<file path="config.mk">
export PLATFORM = sky130hd
export DESIGN_NAME = cel_comparator_event_logic
export DESIGN_NICKNAME = d
export VERILOG_FILES = /design/src/cel_pkg.sv /design/src/cel_comparator_event_logic.sv
export SDC_FILE = /design/constraint.sdc
export NUM_CORES = 1
export LEC_CHECK = 0
export BUFFER_PORTS_ARGS = -buffer_cell sky130_fd_sc_hd__buf_2
export CAP_MARGIN = 20
export CORE_MARGIN = 2
export CORE_UTILIZATION = 60
export CTS_BUF_LIST = sky130_fd_sc_hd__clkbuf_8
export DETAILED_ROUTE_END_ITERATION = 12
export GPL_TIMING_DRIVEN = 0
export PLACE_DENSITY = 0.94
export SLEW_MARGIN = 10
export SYNTH_ARGS = -nofsm -noshare
export SYNTH_HDL_FRONTEND = slang
export SYNTH_SLANG_ARGS = --single-unit
</file>
<file path="constraint.sdc">
create_clock -name sys_clk -period 2.6 [get_ports sys_clk]
set_input_delay 0.26 -clock sys_clk [delete_from_list [all_inputs] [get_ports sys_clk]]
set_output_delay 0.26 -clock sys_clk [all_outputs]
set_load 0.005 [all_outputs]
</file>
<file path="src/cel_pkg.sv">
// package for the comparator event logic: register map, field layout, encodings
package cel_pkg;
    localparam int          NUM_COMP        = 3;
    localparam int          ADDR_W          = 8;
    // register byte offsets
    localparam logic [7:0]  OFF_CTRL0       = 8'h00;
    localparam logic [7:0]  OFF_CTRL1       = 8'h04;
    localparam logic [7:0]  OFF_CTRL2       = 8'h08;
    localparam logic [7:0]  OFF_REF         = 8'h10;
    localparam logic [7:0]  OFF_RIS         = 8'h14;
    localparam logic [7:0]  OFF_IEN         = 8'h18;
    localparam logic [7:0]  OFF_MIS         = 8'h1c;
    localparam logic [7:0]  OFF_ICLR        = 8'h20;
    localparam logic [7:0]  OFF_VALUE       = 8'h24;
    localparam logic [7:0]  OFF_EVT         = 8'h28;
    localparam logic [7:0]  OFF_EVT_MASK    = 8'h2c;
    localparam logic [7:0]  CTRL_STRIDE     = 8'h04;
    // control word field positions
    localparam int          TRIG_LSB        = 0;
    localparam int          INT_LSB         = 4;
    localparam int          SRC_LSB         = 8;
    localparam int          INV_BIT         = 12;
    localparam int          REF_W           = 5;
    localparam logic [4:0]  REF_OFF         = 5'h00;
    localparam logic [2:0]  TRIG_RESET      = 3'h0;
    localparam logic [2:0]  INT_RESET       = 3'h1;
    localparam logic [1:0]  SRC_RESET       = 2'h0;
    localparam logic [1:0]  RESP_OKAY       = 2'h0;
    localparam logic [1:0]  RESP_SLVERR     = 2'h2;

    // adc trigger condition
    typedef enum logic [2:0] {
        adc_trigger_disabled        = 3'h0,
        adc_trigger_on_high_level   = 3'h1,
        adc_trigger_on_low_level    = 3'h2,
        adc_trigger_on_falling_edge = 3'h3,
        adc_trigger_on_rising_edge  = 3'h4,
        adc_trigger_on_any_edge     = 3'h5
    } cel_trig_t;

    // interrupt condition, same codes without a disabled choice
    typedef enum logic [2:0] {
        int_on_high_level   = 3'h1,
        int_on_low_level    = 3'h2,
        int_on_falling_edge = 3'h3,
        int_on_rising_edge  = 3'h4,
        int_on_any_edge     = 3'h5
    } cel_int_t;

    typedef enum logic [1:0] {
        ref_source_own_pin          = 2'h0,
        ref_source_shared_first_pin = 2'h1,
        ref_source_internal_ladder  = 2'h2
    } cel_src_t;

    // per-comparator configuration
    typedef struct packed {
        logic [2:0] trig;
        logic [2:0] intsel;
        logic [1:0] src;
        logic       invert;
    } cel_cfg_t;
endpackage : cel_pkg

</file>
<file path="src/cel_comparator_event_logic.sv">
// comparator event logic: adc triggers, interrupts, reference select, axi4-lite registers
// Operation
// - trigger select none never asserts the adc trigger
// - level trigger asserts while output high or low per polarity
// - edge trigger pulses on rising, falling, or any edge as chosen
// - level interrupt sets status while output high or low
// - edge interrupt sets status on falling, rising, or either edge
// - interrupt and trigger conditions held and evaluated independently
// - pin output is the comparator result, straight or inverted
// - reference source: own pin, first comparator pin, or internal ladder
// - comparator 0 shared-pin choice equals its own pin
// - shared internal reference: off or one of 28 levels; the code takes any of 31 nonzero 5-bit levels
// - software clear deasserts interrupt status
// - level interrupt clear fails while the level still holds
// - per-comparator enable gates raw status onto the interrupt
// - software reads raw or masked status per comparator
// - software reads the live comparator output
//
// Added by the designer: register access over AXI4-Lite and the register offsets.
`timescale 1ns/10ps
`default_nettype none
module cel_comparator_event_logic (
    input  wire logic                              sys_clk,
    input  wire logic                              rst_n,
    input  wire logic [cel_pkg::ADDR_W-1:0]        s_axi_awaddr,
    input  wire logic                              s_axi_awvalid,
    output logic                                   s_axi_awready,
    input  wire logic [31:0]                       s_axi_wdata,
    input  wire logic [3:0]                        s_axi_wstrb,
    input  wire logic                              s_axi_wvalid,
    output logic                                   s_axi_wready,
    output logic [1:0]                             s_axi_bresp,
    output logic                                   s_axi_bvalid,
    input  wire logic                              s_axi_bready,
    input  wire logic [cel_pkg::ADDR_W-1:0]        s_axi_araddr,
    input  wire logic                              s_axi_arvalid,
    output logic                                   s_axi_arready,
    output logic [31:0]                            s_axi_rdata,
    output logic [1:0]                             s_axi_rresp,
    output logic                                   s_axi_rvalid,
    input  wire logic                              s_axi_rready,
    input  wire logic [cel_pkg::NUM_COMP-1:0]      comp_raw,
    output logic [cel_pkg::NUM_COMP-1:0]           comp_pin_out,
    output logic [cel_pkg::NUM_COMP-1:0]           adc_trigger,
    output logic [1:0]                             ref_source_sel [cel_pkg::NUM_COMP],
    output logic [cel_pkg::REF_W-1:0]              ref_level,
    output logic                                   comp_irq,
    output logic                                   event_irq
);
    localparam int N = cel_pkg::NUM_COMP;
    localparam logic [7:0] CTRL_END = 8'(N) * cel_pkg::CTRL_STRIDE;

    cel_pkg::cel_cfg_t        cfg [N];
    logic [cel_pkg::REF_W-1:0] ref_reg;
    logic [N-1:0]             sync1;
    logic [N-1:0]             sync2;
    logic [N-1:0]             prev;
    logic [N-1:0]             ris;
    logic [N-1:0]             ien;
    logic [N-1:0]             int_cond;
    logic [N-1:0]             trig_cond;
    logic [N-1:0]             int_level;
    logic [2*N-1:0]           evt;
    logic [2*N-1:0]           evt_mask;
    logic [2*N-1:0]           evt_src;
    logic [N-1:0]             clr_req;

    // axi write side state, plus read handshake and event-read strobes
    logic [cel_pkg::ADDR_W-1:0] aw_addr;
    logic                     aw_held;
    logic [31:0]              w_data;
    logic                     w_held;
    logic                     wr_go;
    logic                     wr_hit;
    logic                     rd_go;
    logic                     rd_evt;

    // comparator input synchroniser; first stage feeds only the second
    always_ff @(posedge sys_clk or negedge rst_n)
    begin
        if (!rst_n)
        begin
            sync1 <= '0;
            sync2 <= '0;
            prev  <= '0;
        end
        else
        begin
            sync1 <= comp_raw;
            sync2 <= sync1;
            prev  <= sync2;
        end
    end

    // per-comparator condition decode, trigger and interrupt apart
    for (genvar i = 0; i < N; i++)
    begin : g_cond
        logic rise;
        logic fall;
        assign rise = sync2[i] & ~prev[i];
        assign fall = ~sync2[i] & prev[i];

        always_comb
        begin
            case (cel_pkg::cel_trig_t'(cfg[i].trig))
                cel_pkg::adc_trigger_disabled:        trig_cond[i] = 1'b0;
                cel_pkg::adc_trigger_on_high_level:   trig_cond[i] = sync2[i];
                cel_pkg::adc_trigger_on_low_level:    trig_cond[i] = ~sync2[i];
                cel_pkg::adc_trigger_on_falling_edge: trig_cond[i] = fall;
                cel_pkg::adc_trigger_on_rising_edge:  trig_cond[i] = rise;
                cel_pkg::adc_trigger_on_any_edge:     trig_cond[i] = rise | fall;
                default:                              trig_cond[i] = 1'b0;
            endcase
        end

        always_comb
        begin
            int_level[i] = 1'b0;
            case (cel_pkg::cel_int_t'(cfg[i].intsel))
                cel_pkg::int_on_high_level:
                begin
                    int_cond[i]  = sync2[i];
                    int_level[i] = 1'b1;
                end
                cel_pkg::int_on_low_level:
                begin
                    int_cond[i]  = ~sync2[i];
                    int_level[i] = 1'b1;
                end
                cel_pkg::int_on_falling_edge: int_cond[i] = fall;
                cel_pkg::int_on_rising_edge:  int_cond[i] = rise;
                cel_pkg::int_on_any_edge:     int_cond[i] = rise | fall;
                default:                      int_cond[i] = 1'b0;
            endcase
        end
    end

    // trigger, pin and reference outputs all registered
    always_ff @(posedge sys_clk or negedge rst_n)
    begin
        if (!rst_n)
        begin
            adc_trigger  <= '0;
            comp_pin_out <= '0;
            ref_level    <= cel_pkg::REF_OFF;
            for (int k = 0; k < N; k++)
                ref_source_sel[k] <= cel_pkg::SRC_RESET;
        end
        else
        begin
            adc_trigger <= trig_cond;
            ref_level   <= ref_reg;
            for (int k = 0; k < N; k++)
            begin
                comp_pin_out[k] <= sync2[k] ^ cfg[k].invert;
                // comparator 0 has no separate shared pin
                if (k == 0 && cfg[k].src == cel_pkg::ref_source_shared_first_pin)
                    ref_source_sel[k] <= cel_pkg::ref_source_own_pin;
                else
                    ref_source_sel[k] <= cfg[k].src;
            end
        end
    end

    // axi write address/data capture, either order
    assign wr_go  = aw_held && w_held && !s_axi_bvalid;
    assign rd_go  = s_axi_arvalid && s_axi_arready;
    assign wr_hit = (aw_addr < cel_pkg::OFF_CTRL0 + CTRL_END) || aw_addr == cel_pkg::OFF_REF
                    || aw_addr == cel_pkg::OFF_IEN || aw_addr == cel_pkg::OFF_ICLR
                    || aw_addr == cel_pkg::OFF_EVT_MASK;

    always_ff @(posedge sys_clk or negedge rst_n)
    begin
        if (!rst_n)
        begin
            aw_held       <= 1'b0;
            w_held        <= 1'b0;
            aw_addr       <= '0;
            w_data        <= '0;
            s_axi_awready <= 1'b1;
            s_axi_wready  <= 1'b1;
            s_axi_bvalid  <= 1'b0;
            s_axi_bresp   <= cel_pkg::RESP_OKAY;
        end
        else
        begin
            if (s_axi_awvalid && s_axi_awready)
            begin
                aw_addr       <= s_axi_awaddr;
                aw_held       <= 1'b1;
                s_axi_awready <= 1'b0;
            end
            if (s_axi_wvalid && s_axi_wready)
            begin
                w_data       <= s_axi_wdata;
                w_held       <= 1'b1;
                s_axi_wready <= 1'b0;
            end
            if (wr_go)
            begin
                aw_held      <= 1'b0;
                w_held       <= 1'b0;
                s_axi_bvalid <= 1'b1;
                s_axi_bresp  <= wr_hit ? cel_pkg::RESP_OKAY : cel_pkg::RESP_SLVERR;
            end
            if (s_axi_bvalid && s_axi_bready)
            begin
                s_axi_bvalid  <= 1'b0;
                s_axi_awready <= 1'b1;
                s_axi_wready  <= 1'b1;
            end
        end
    end

    // configuration registers; byte strobes ignored, whole word written
    always_ff @(posedge sys_clk or negedge rst_n)
    begin
        if (!rst_n)
        begin
            ref_reg  <= cel_pkg::REF_OFF;
            ien      <= '0;
            evt_mask <= '0;
            for (int k = 0; k < N; k++)
                cfg[k] <= '{cel_pkg::TRIG_RESET, cel_pkg::INT_RESET, cel_pkg::SRC_RESET, 1'b0};
        end
        else if (wr_go)
        begin
            for (int k = 0; k < N; k++)
                if (aw_addr == cel_pkg::OFF_CTRL0 + 8'(k) * cel_pkg::CTRL_STRIDE)
                begin
                    cfg[k].trig   <= w_data[cel_pkg::TRIG_LSB +: 3];
                    cfg[k].intsel <= w_data[cel_pkg::INT_LSB +: 3];
                    cfg[k].src    <= w_data[cel_pkg::SRC_LSB +: 2];
                    cfg[k].invert <= w_data[cel_pkg::INV_BIT];
                end
            if (aw_addr == cel_pkg::OFF_REF)
                ref_reg <= w_data[cel_pkg::REF_W-1:0];
            if (aw_addr == cel_pkg::OFF_IEN)
                ien <= w_data[N-1:0];
            if (aw_addr == cel_pkg::OFF_EVT_MASK)
                evt_mask <= w_data[2*N-1:0];
        end
    end

    // write-one-to-clear request for comparator interrupt status
    assign clr_req = (wr_go && aw_addr == cel_pkg::OFF_ICLR) ? w_data[N-1:0] : '0;

    // raw status: set wins over clear; level source blocks the clear
    always_ff @(posedge sys_clk or negedge rst_n)
    begin
        if (!rst_n)
            ris <= '0;
        else
            for (int k = 0; k < N; k++)
                if (int_cond[k])
                    ris[k] <= 1'b1;
                else if (clr_req[k])
                    ris[k] <= 1'b0;
        end

    // comparator interrupt gated by enables
    always_ff @(posedge sys_clk or negedge rst_n)
    begin
        if (!rst_n)
            comp_irq <= 1'b0;
        else
            comp_irq <= |(ris & ien);
    end

    // system event block: trigger and interrupt conditions as decoded, levels included, cleared on read
    assign evt_src = {trig_cond, int_cond};
    assign rd_evt  = rd_go && s_axi_araddr == cel_pkg::OFF_EVT;

    always_ff @(posedge sys_clk or negedge rst_n)
    begin
        if (!rst_n)
            evt <= '0;
        else
            evt <= evt_src | (rd_evt ? '0 : evt);         // set wins over read clear
    end

    always_ff @(posedge sys_clk or negedge rst_n)
    begin
        if (!rst_n)
            event_irq <= 1'b0;
        else
            event_irq <= |(evt & evt_mask);
    end

    // axi read channel, one cycle after address taken
    always_ff @(posedge sys_clk or negedge rst_n)
    begin
        if (!rst_n)
        begin
            s_axi_arready <= 1'b1;
            s_axi_rvalid  <= 1'b0;
            s_axi_rdata   <= '0;
            s_axi_rresp   <= cel_pkg::RESP_OKAY;
        end
        else if (rd_go)
        begin
            s_axi_arready <= 1'b0;
            s_axi_rvalid  <= 1'b1;
            s_axi_rresp   <= cel_pkg::RESP_OKAY;
            s_axi_rdata   <= '0;
            if (s_axi_araddr < CTRL_END)
            begin
                for (int k = 0; k < N; k++)
                    if (s_axi_araddr == 8'(k) * cel_pkg::CTRL_STRIDE)
                    begin
                        s_axi_rdata[cel_pkg::TRIG_LSB +: 3] <= cfg[k].trig;
                        s_axi_rdata[cel_pkg::INT_LSB +: 3]  <= cfg[k].intsel;
                        s_axi_rdata[cel_pkg::SRC_LSB +: 2]  <= cfg[k].src;
                        s_axi_rdata[cel_pkg::INV_BIT]       <= cfg[k].invert;
                    end
            end
            else
                case (s_axi_araddr)
                    cel_pkg::OFF_REF:      s_axi_rdata[cel_pkg::REF_W-1:0] <= ref_reg;
                    cel_pkg::OFF_RIS:      s_axi_rdata[N-1:0] <= ris;
                    cel_pkg::OFF_IEN:      s_axi_rdata[N-1:0] <= ien;
                    cel_pkg::OFF_MIS:      s_axi_rdata[N-1:0] <= ris & ien;
                    cel_pkg::OFF_ICLR:     s_axi_rdata[N-1:0] <= '0;
                    cel_pkg::OFF_VALUE:    s_axi_rdata[N-1:0] <= sync2;
                    cel_pkg::OFF_EVT:      s_axi_rdata[2*N-1:0] <= evt;
                    cel_pkg::OFF_EVT_MASK: s_axi_rdata[2*N-1:0] <= evt_mask;
                    default:               s_axi_rresp <= cel_pkg::RESP_SLVERR;
                endcase
        end
        else if (s_axi_rvalid && s_axi_rready)
        begin
            s_axi_rvalid  <= 1'b0;
            s_axi_arready <= 1'b1;
        end
    end

    // checks, aimed at the comparators that the bench actually drives
    a_trig_none_quiet: assert property (@(posedge sys_clk) disable iff (!rst_n)
        cfg[2].trig == cel_pkg::adc_trigger_disabled |=> !adc_trigger[2])
        else $error("trigger while disabled");
    a_trig_high_lvl: assert property (@(posedge sys_clk) disable iff (!rst_n)
        cfg[2].trig == cel_pkg::adc_trigger_on_high_level && sync2[2] |=> adc_trigger[2])
        else $error("high level no trig");
    a_trig_rise_edge: assert property (@(posedge sys_clk) disable iff (!rst_n)
        cfg[2].trig == cel_pkg::adc_trigger_on_rising_edge && $rose(sync2[2]) |=> adc_trigger[2])
        else $error("rise no trig");
    a_int_level_set: assert property (@(posedge sys_clk) disable iff (!rst_n)
        cfg[2].intsel == cel_pkg::int_on_low_level && !sync2[2] |=> ris[2])
        else $error("low level no status");
    a_int_fall_set: assert property (@(posedge sys_clk) disable iff (!rst_n)
        cfg[2].intsel == cel_pkg::int_on_falling_edge && $fell(sync2[2]) |=> ris[2])
        else $error("fall no status");
    a_pin_polarity: assert property (@(posedge sys_clk) disable iff (!rst_n)
        ##1 comp_pin_out[1] == ($past(sync2[1]) ^ $past(cfg[1].invert)))
        else $error("pin wrong");
    a_src_zero_alias: assert property (@(posedge sys_clk) disable iff (!rst_n)
        cfg[0].src == cel_pkg::ref_source_shared_first_pin
        |=> ref_source_sel[0] == cel_pkg::ref_source_own_pin) else $error("shared pin alias");
    a_clear_status: assert property (@(posedge sys_clk) disable iff (!rst_n)
        clr_req[2] && !int_cond[2] |=> !ris[2])
        else $error("clear ignored");
    a_level_holds: assert property (@(posedge sys_clk) disable iff (!rst_n)
        int_level[2] && int_cond[2] |=> ris[2])
        else $error("level cleared early");
    a_irq_gate: assert property (@(posedge sys_clk) disable iff (!rst_n)
        ##1 comp_irq == |($past(ris) & $past(ien)))
        else $error("irq gating");
    a_event_gate: assert property (@(posedge sys_clk) disable iff (!rst_n)
        ##1 event_irq == |($past(evt) & $past(evt_mask)))
        else $error("event irq gating");
    c_edge_trig: cover property (@(posedge sys_clk) disable iff (!rst_n) adc_trigger[2] ##1 !adc_trigger[2]);
    c_irq_raise: cover property (@(posedge sys_clk) disable iff (!rst_n) $rose(comp_irq));
    c_clear_hit: cover property (@(posedge sys_clk) disable iff (!rst_n) |clr_req ##1 !comp_irq);
    c_event_raise: cover property (@(posedge sys_clk) disable iff (!rst_n) $rose(event_irq));
endmodule : cel_comparator_event_logic
`default_nettype wire

</file>
==> summary.txt, run 1 <==
Floorplanning
  • Die extent in y: 97.21 µm
  • IO Count: 122
  • Die footprint: 9449 µm²
  • Core Footprint: 8551 µm²
  • Die Span X: 97.21 µm
  • Rows: 34
  • Initial Util: 0.6096

Synth
  • Synthesized area: 5212 µm²
  • Ys Warns: 0
  • Synthesized flop and latch total: 115
  • Ys async rst share: 1.000
  • Post-synthesis compound-gate area fraction: 0.1102
  • Cell count after synthesis: 435
  • Synth unique cells: 60
  • Register area share after synthesis: 0.5535
  • Simple-gate share of the synthesized area: 0.1078
  • Top FF cell, synth: dfrtp_1
  • Xor/xnor share of the synthesized area: 0.005041
  • Largest family of logic cells by synthesized area: multiplexers
  • Syn Area/Cell: 11.98 µm²
  • Post-synthesis mux area share: 0.1474
  • Synth Area in Adders: 0.01440
  • EDFF count, synth: 0

Routing
  • Residual DRC: 0
  • Via count: 3935
  • Vias/cell: 5.821
  • Post-route ant nets: 0
  • Total wire length: 12.51 mm
  • DR pass1 iterations: 6
  • Initial detailed-routing violation count: 387
  • DR WL/cell: 18.50 µm

Timing
  • Slew @ Worst Pin: 0.9231 ns
  • Setup-failing EPs final: 0
  • Post-layout minimum cycle time: 2.204 ns
  • Setup TNS: 0 ns
  • Clk_skew: 0.01620 ns
  • Slew HR: 0.3759
  • Final worst path period share: 0.8477
  • Worst setup margin: 0.3961 ns
  • Max Clock Freq: 453.7 MHz
  • Final Hold Fails: 0
  • Fin. max-slew vios: 0
  • RSZ-0062 raised after global routing: no

Clocking
  • Worst-case clock buffer depth: 2
  • H-tree depth: 4
  • CTS tree: done
  • Root buffer cell: clkbuf_8
  • Total CTS buffers: 17
  • CTS resizes: 0
  • Worst-path clk slew: 0.06 ns
  • Later-pin clock latency in the skew report: 0.44 ns
  • CTS sink cnt: 115

Cells and area
  • Area grow syn2layout: 21.24%
  • Register bank with the most flops: cfg
  • Layout Nets: 624
  • Multi-input gate area: 2096 µm²
  • Storage cell area: 2885 µm²
  • Most common cell after layout, fill and taps aside: dfrtp_1
  • Max reg flops: 27
  • Share of cells above drive strength 1: 0.3732
  • Fillcell total: 577
  • Most frequent cells in the layout: dfrtp_1, buf_2, mux2_2, nand2_1
  • ANT cells: 0
  • Top flop regs: cfg: 27 flops, s_axi_rdata: 10 flops, w_data: 10 flops

Place
  • Port buffer count: 71
  • HPWL after DPL: 8.917 mm
  • GPL Wtd Cong: 0.9226
  • Setup slack at placement: 0.4074 ns

Worst setup path
  • Critical path capture point type: register
  • Crit path kind: reg2reg
  • Critical Path Fanout Max: 6
  • Worst path required time: 2.91 ns
  • CP Launch Type: register
  • RR Startpoint: s_axi_bvalid$_DFFE_PN0P_
  • Crit. Startpoint: s_axi_bvalid$_DFFE_PN0P_
  • CP arrival: 2.52 ns
  • Worst Reg-to-Reg Cells: 4
  • R2R Path End: evt_mask[3]$_DFFE_PN0P_
  • R2r setup slk: 0.40 ns

Power
  • Max VDD drop: 0.6609 mV
  • Power density over the cells: 830.2 nW/µm²
  • Static Leakage: 0.003131 µW
  • Total power draw: 5247 µW

Min path
  • Worst Hold Depth: 2
  • Hold EP: s_axi_bvalid$_DFFE_PN0P_
  • Hold Crit Class: in2reg
  • Worst hold start: s_axi_bready

Global route
  • Global Route Usage Sum: 0.2791
  • GRT overflow: 0
  • Vias in the first global route: 3942
  • Largest net degree at the start of global routing: 65
  • Initial antenna violation count: 0
  • First-pass GRT wire length: 20.26 mm

Job
  • Max-Cap Viols: 0

Run status
  • Status: finished, final reports clean
[routing by layer]
metal  vias up  GRT usage  routed length, µm
li1       1765          -                  -
met1      1929     0.3502               4936
met2       209     0.4653               6298
met3        32    0.08777               1053
met4         0    0.08776                219
met5         -          0                  0
[worst max-delay path, stage by stage, from the launching register on]
cell      delay, ns
dfrtp_1        0.43
nand3b_1       0.29
nor4_1         0.50
nand4_1        0.46
mux2_2         0.41
[worst max path at each step]
stage                               to  slack, ns  cells after the start
4_1_cts        evt_mask[3]$_DFFE_PN0P_       0.41                      4
3_3_place_gp    ref_level[4]$_DFF_PN0_       0.06                      1
5_1_grt        evt_mask[3]$_DFFE_PN0P_       0.24                      4
3_5_place_dp   evt_mask[2]$_DFFE_PN0P_       0.41                      4
2_1_floorplan      cfg[10]$_DFFE_PN0P_       0.91                      5
6_report       evt_mask[3]$_DFFE_PN0P_       0.40                      4
[metrics by stage]
stage / utilization / cells / hold slack (ns) / cell area, µm²
final: 0.7391 / 676 / 0.03912 / 6320
after global routing: 0.7391 / 676 / 0.02894 / 6320
after CTS: 0.7391 / 676 / 0.03277 / 6320
after detailed placement: 0.6810 / 638 / 0.2425 / 5823
after global placement: 0.6771 / 637 / 0.3322 / 5789
after floorplan: - / 458 / -0.03559 / 5299
[power by group]
part | internal [µW] | switching (µW) | leakage (µW) | total, µW
combinational | 464 | 404 | 0.00145 | 868
sequential | 2160 | 440 | 0.00147 | 2600
clock | 1080 | 701 | 0.000216 | 1780
[cell families (layout without fill, tap and decap cells)]
group                    after synthesis  in the layout
flip-flops                           115            115
AND/OR/NAND/NOR                       99             99
AO/OA/AOI/OAI                         84             84
multiplexers                          69             69
buffers and inverters                 58            168
adder cells (fa/ha/maj)                6              6
XOR/XNOR                               3              3
other                                  1             24
[layout make-up]
cell class,instances,share of cell area
repair buffers,79,0.07266
clock inverters,12,0.02613
flip-flops and latches,115,0.4565
clock buffers,19,0.04138
well taps,108,0.02138
plain buffers,36,0.03722
multi-input cells,285,0.3316
inverters,22,0.01307
[cells in the mapped netlist (3+ instances only)]
library cell  count  share of area
nor2_1           15          0.011
ha_1              6          0.014
dfstp_2           6          0.030
o21ai_1           4         0.0038
dfrtp_1         109           0.52
o21ai_0          15          0.014
o22ai_1           5         0.0060
a22oi_1           8          0.012
inv_1            22          0.016
nor2b_1           4         0.0048
nand3_1           3         0.0029
clkbuf_1          8         0.0058
mux2_2           62           0.13
xor2_1            3         0.0050
a21oi_1          13          0.012
and2_1            3         0.0036
a21o_1            5         0.0072
nand4_1           3         0.0036
o211ai_1          6         0.0086
buf_4            24          0.035
a222oi_1          5         0.0096
nor3_1            8         0.0077
mux2i_1           7          0.013
a211oi_1          4         0.0058
a32oi_1           3         0.0050
nand2_1          39          0.028
nand2b_1          3         0.0036
[repair_timing]
item | CTS | global route
buffers inserted | 0 | 0
endpoints found under the hold margin | 54 | 0
hold buffers | 7 | 0
Note: power is estimated with default switching activity, not from simulation.
==> run 2, diff against run 1 <==
Settings changed: ABC_AREA from default to 1, CORE_UTILIZATION 60 to 51, PLACE_DENSITY 0.94 to 0.85.
Clock period 2.6 ns to 2 ns, I/O delays scaled along.
==> run 2 against run 1 <==
Sequential power is 39% higher. Power is 48% higher. Final cell count is 33% higher. Global-route usage is 4.9 points lower. Clock skew is 0.0049 ns lower.
==> summary.txt, run 2 <==
Run status
  • Status: finished, final reports clean

Routing
  • Total wire length: 12.50 mm (about the same)
  • Post-route ant nets: 0 (unchanged)
  • Vias/cell: 5.042 (-13%)
  • Residual DRC: 0 (unchanged)
  • DR WL/cell: 13.86 µm (-25%)
  • Via count: 4548 (+16%)
  • Initial detailed-routing violation count: 384 (-0.78%)
  • DR pass1 iterations: 5 (-1)

Place
  • Placed Cells: 843 (+32%)
  • HPWL after DPL: 8.955 mm (+0.43%)
  • Port buffer count: 71 (unchanged)
  • Placed cell areas: 6066 µm² (+4.2%)
  • GPL Wtd Cong: 0.8566 (-7.2%)

Timing
  • Clk_skew: 0.01128 ns (-0.004922 ns)
  • Fin. max-slew vios: 0 (unchanged)
  • Setup TNS: 0 ns (unchanged)
  • RSZ-0062 raised after global routing: no
  • Max Clock Freq: 592.3 MHz (+31%)
  • Post-layout minimum cycle time: 1.688 ns (-0.5155 ns)
  • Final Hold Fails: 0 (unchanged)
  • Slew HR: 0.6458 (+0.2699)
  • Setup-failing EPs final: 0 (unchanged)
  • Final worst path period share: 0.8442 (-0.003463)
  • Slew @ Worst Pin: 0.5313 ns (-0.3918 ns)

Worst setup path
  • Critical Path Fanout Max: 6 (unchanged)
  • Crit path kind: reg2reg
  • R2r setup slk: 0.31 ns (-0.08 ns)
  • R2R Path End: evt[3]$_DFF_PN0_
  • Critical path capture point type: register
  • RR Startpoint: sync2[0]$_DFF_PN0_
  • Worst Reg-to-Reg Cells: 6 (+2)
  • CP arrival: 1.98 ns (-0.54 ns)
  • CP Launch Type: register
  • Worst path required time: 2.30 ns (-0.61 ns)

Synth
  • Register area share after synthesis: 0.5323 (-0.02121)
  • Top-count cell post-synth: nand2_1
  • Synthesized flop and latch total: 115 (unchanged)
  • Share of the synthesized area in the top cell type: 0.5032 (-0.02005)
  • Leading area contributor after synthesis: dfrtp_1
  • Top cells by count, synth: nand2_1, dfrtp_1, inv_1
  • Top FF cell, synth: dfrtp_1
  • Syn Area/Cell: 8.857 µm² (-26%)
  • Synthesized area: 5420 µm² (+4.0%)
  • Cell count after synthesis: 612 (+41%)
  • EDFF count, synth: 0 (unchanged)
  • Synth unique cells: 39 (-35%)
  • Largest cells by area after synthesis: dfrtp_1, nand2_1, inv_1
  • Ys Warns: 0 (unchanged)
  • Ys async rst share: 1.000 (unchanged)

Cells and area
  • Layout Nets: 821 (+32%)
  • Fillcell total: 832 (+44%)
  • Final Instance Count excl. Fillers: 902 (+33%)
  • Multi-input gate area: 2102 µm² (+0.30%)
  • Max reg flops: 27 (unchanged)
  • Design area: 6720 µm² (+6.3%)
  • Storage cell area: 2885 µm² (unchanged)
  • Most frequent cells in the layout: nand2_1, dfrtp_1, buf_2, inv_1, o21ai_0
  • Most common cell after layout, fill and taps aside: nand2_1
  • Register bank with the most flops: cfg
  • Area grow syn2layout: 23.98%
  • Share of cells above drive strength 1: 0.2402 (-0.1330)
  • Top flop regs: cfg: 27 flops, s_axi_rdata: 10 flops, w_data: 10 flops
  • ANT cells: 0 (unchanged)

Power
  • Static Leakage: 0.003439 µW (+9.8%)
  • Max VDD drop: 0.5312 mV (-20%)
  • Power density over the cells: 1153 nW/µm² (+39%)

Floorplanning
  • Die footprint: 11470 µm² (+21%)
  • Die Span X: 107.1 µm (+10%)
  • IO Count: 122 (unchanged)
  • Die extent in y: 107.1 µm (+10%)
  • Core Footprint: 10320 µm² (+21%)
  • Initial Util: 0.5250 (-0.08457)
  • Rows: 37 (+8.8%)

Clocking
  • CTS sink cnt: 115 (unchanged)
  • CTS tree: done
  • H-tree depth: 4 (unchanged)
  • Root buffer cell: clkbuf_8
  • # Post-CTS Setup Buffers: 0 (unchanged)
  • Worst-case clock buffer depth: 2 (unchanged)
  • Later-pin clock latency in the skew report: 0.44 ns (about the same)
  • Worst-path clk slew: 0.06 ns (about the same)
  • CTS resizes: 0 (unchanged)
  • Total CTS buffers: 17 (unchanged)
  • Post-CTS Hold Fix Bufs: 27 (+20)

Global route
  • GRT overflow: 0 (unchanged)
  • Largest net degree at the start of global routing: 59 (-9.2%)
  • Global Route Usage Sum: 0.2301 (-0.04895)
  • Vias in the first global route: 4251 (+7.8%)
  • Initial antenna violation count: 0 (unchanged)
  • First-pass GRT wire length: 20.24 mm (-0.10%)

Min path
  • Worst Hold Depth: 4 (+2)
  • Hold EP: s_axi_rresp[1]$_DFFE_PN0P_
  • Worst hold start: s_axi_araddr[5]
  • Hold Crit Class: in2reg

Job
  • Max-Cap Viols: 0 (unchanged)
run 2: kinds of logic after synthesis:
logic type	count (synthesis)	synth area share
AO/OA/AOI/OAI	109	0.1242
adder cells (fa/ha/maj)	6	0.01385
flip-flops	115	0.5323
AND/OR/NAND/NOR	274	0.2283
XOR/XNOR	3	0.004849
buffers and inverters	104	0.09580
other	1	0.0006919
run 2: cell type report:
| type | instances | area share |
|---|---|---|
| tap | 136 | 0.02532 |
| multi-input combinational | 416 | 0.3128 |
| clock buffer | 22 | 0.04506 |
| clock inverter | 10 | 0.01210 |
| buffer | 37 | 0.03984 |
| inverter | 67 | 0.03742 |
| timing repair buffer | 99 | 0.09812 |
| sequential | 115 | 0.4293 |
run 2: how the worst max path moves through the flow:
stage                                   from                     end  slack [ns]  depth (start not counted)
floorplan           s_axi_bvalid$_DFFE_PN0P_     cfg[16]$_DFFE_PN0P_        0.67                          7
global placement                       rst_n  ref_reg[0]$_DFFE_PN0P_       -0.52                          1
detailed placement        sync2[0]$_DFF_PN0_        evt[3]$_DFF_PN0_        0.34                          6
CTS                       sync2[0]$_DFF_PN0_        evt[3]$_DFF_PN0_        0.32                          6
global route              sync2[0]$_DFF_PN0_        evt[3]$_DFF_PN0_        0.20                          6
finish                    sync2[0]$_DFF_PN0_        evt[3]$_DFF_PN0_        0.31                          6
run 2: through the flow:
stage | hold slack, ns | worst slack, ns | utilization | total power [µW]
floorplan | -0.09559 | 0.6683 | - | 4871
detailed placement | 0.2005 | 0.3427 | 0.5876 | 5659
finish | 0.2419 | 0.3116 | 0.6510 | 7748
global route | 0.2680 | 0.1966 | 0.6510 | 8229
CTS | 0.2150 | 0.3207 | 0.6510 | 7771
global placement | 0.3078 | -0.5227 | 0.5843 | 5517
run 2: power by group:
part | total (µW) | internal (µW) | switching (µW)
Combinational | 2090 | 773 | 1320
Sequential | 3620 | 3080 | 537
Clock | 2040 | 1130 | 912
Total | 7750 | 4980 | 2760
run 2: worst max-delay path, cell delays in order (launching register included):
cell	delay (ns)
dfrtp_1	0.51
inv_1	0.14
ha_1	0.32
nand2_1	0.05
o211a_1	0.13
a31oi_1	0.26
o21ai_0	0.14
run 2: routing by layer:
metal | GRT usage | routed length, µm | up-vias
met5 | 0 | 0 | -
li1 | - | - | 2202
met3 | 0.04742 | 862 | 28
met1 | 0.3055 | 5415 | 2124
met4 | 0.1067 | 298 | 0
met2 | 0.3635 | 5923 | 194
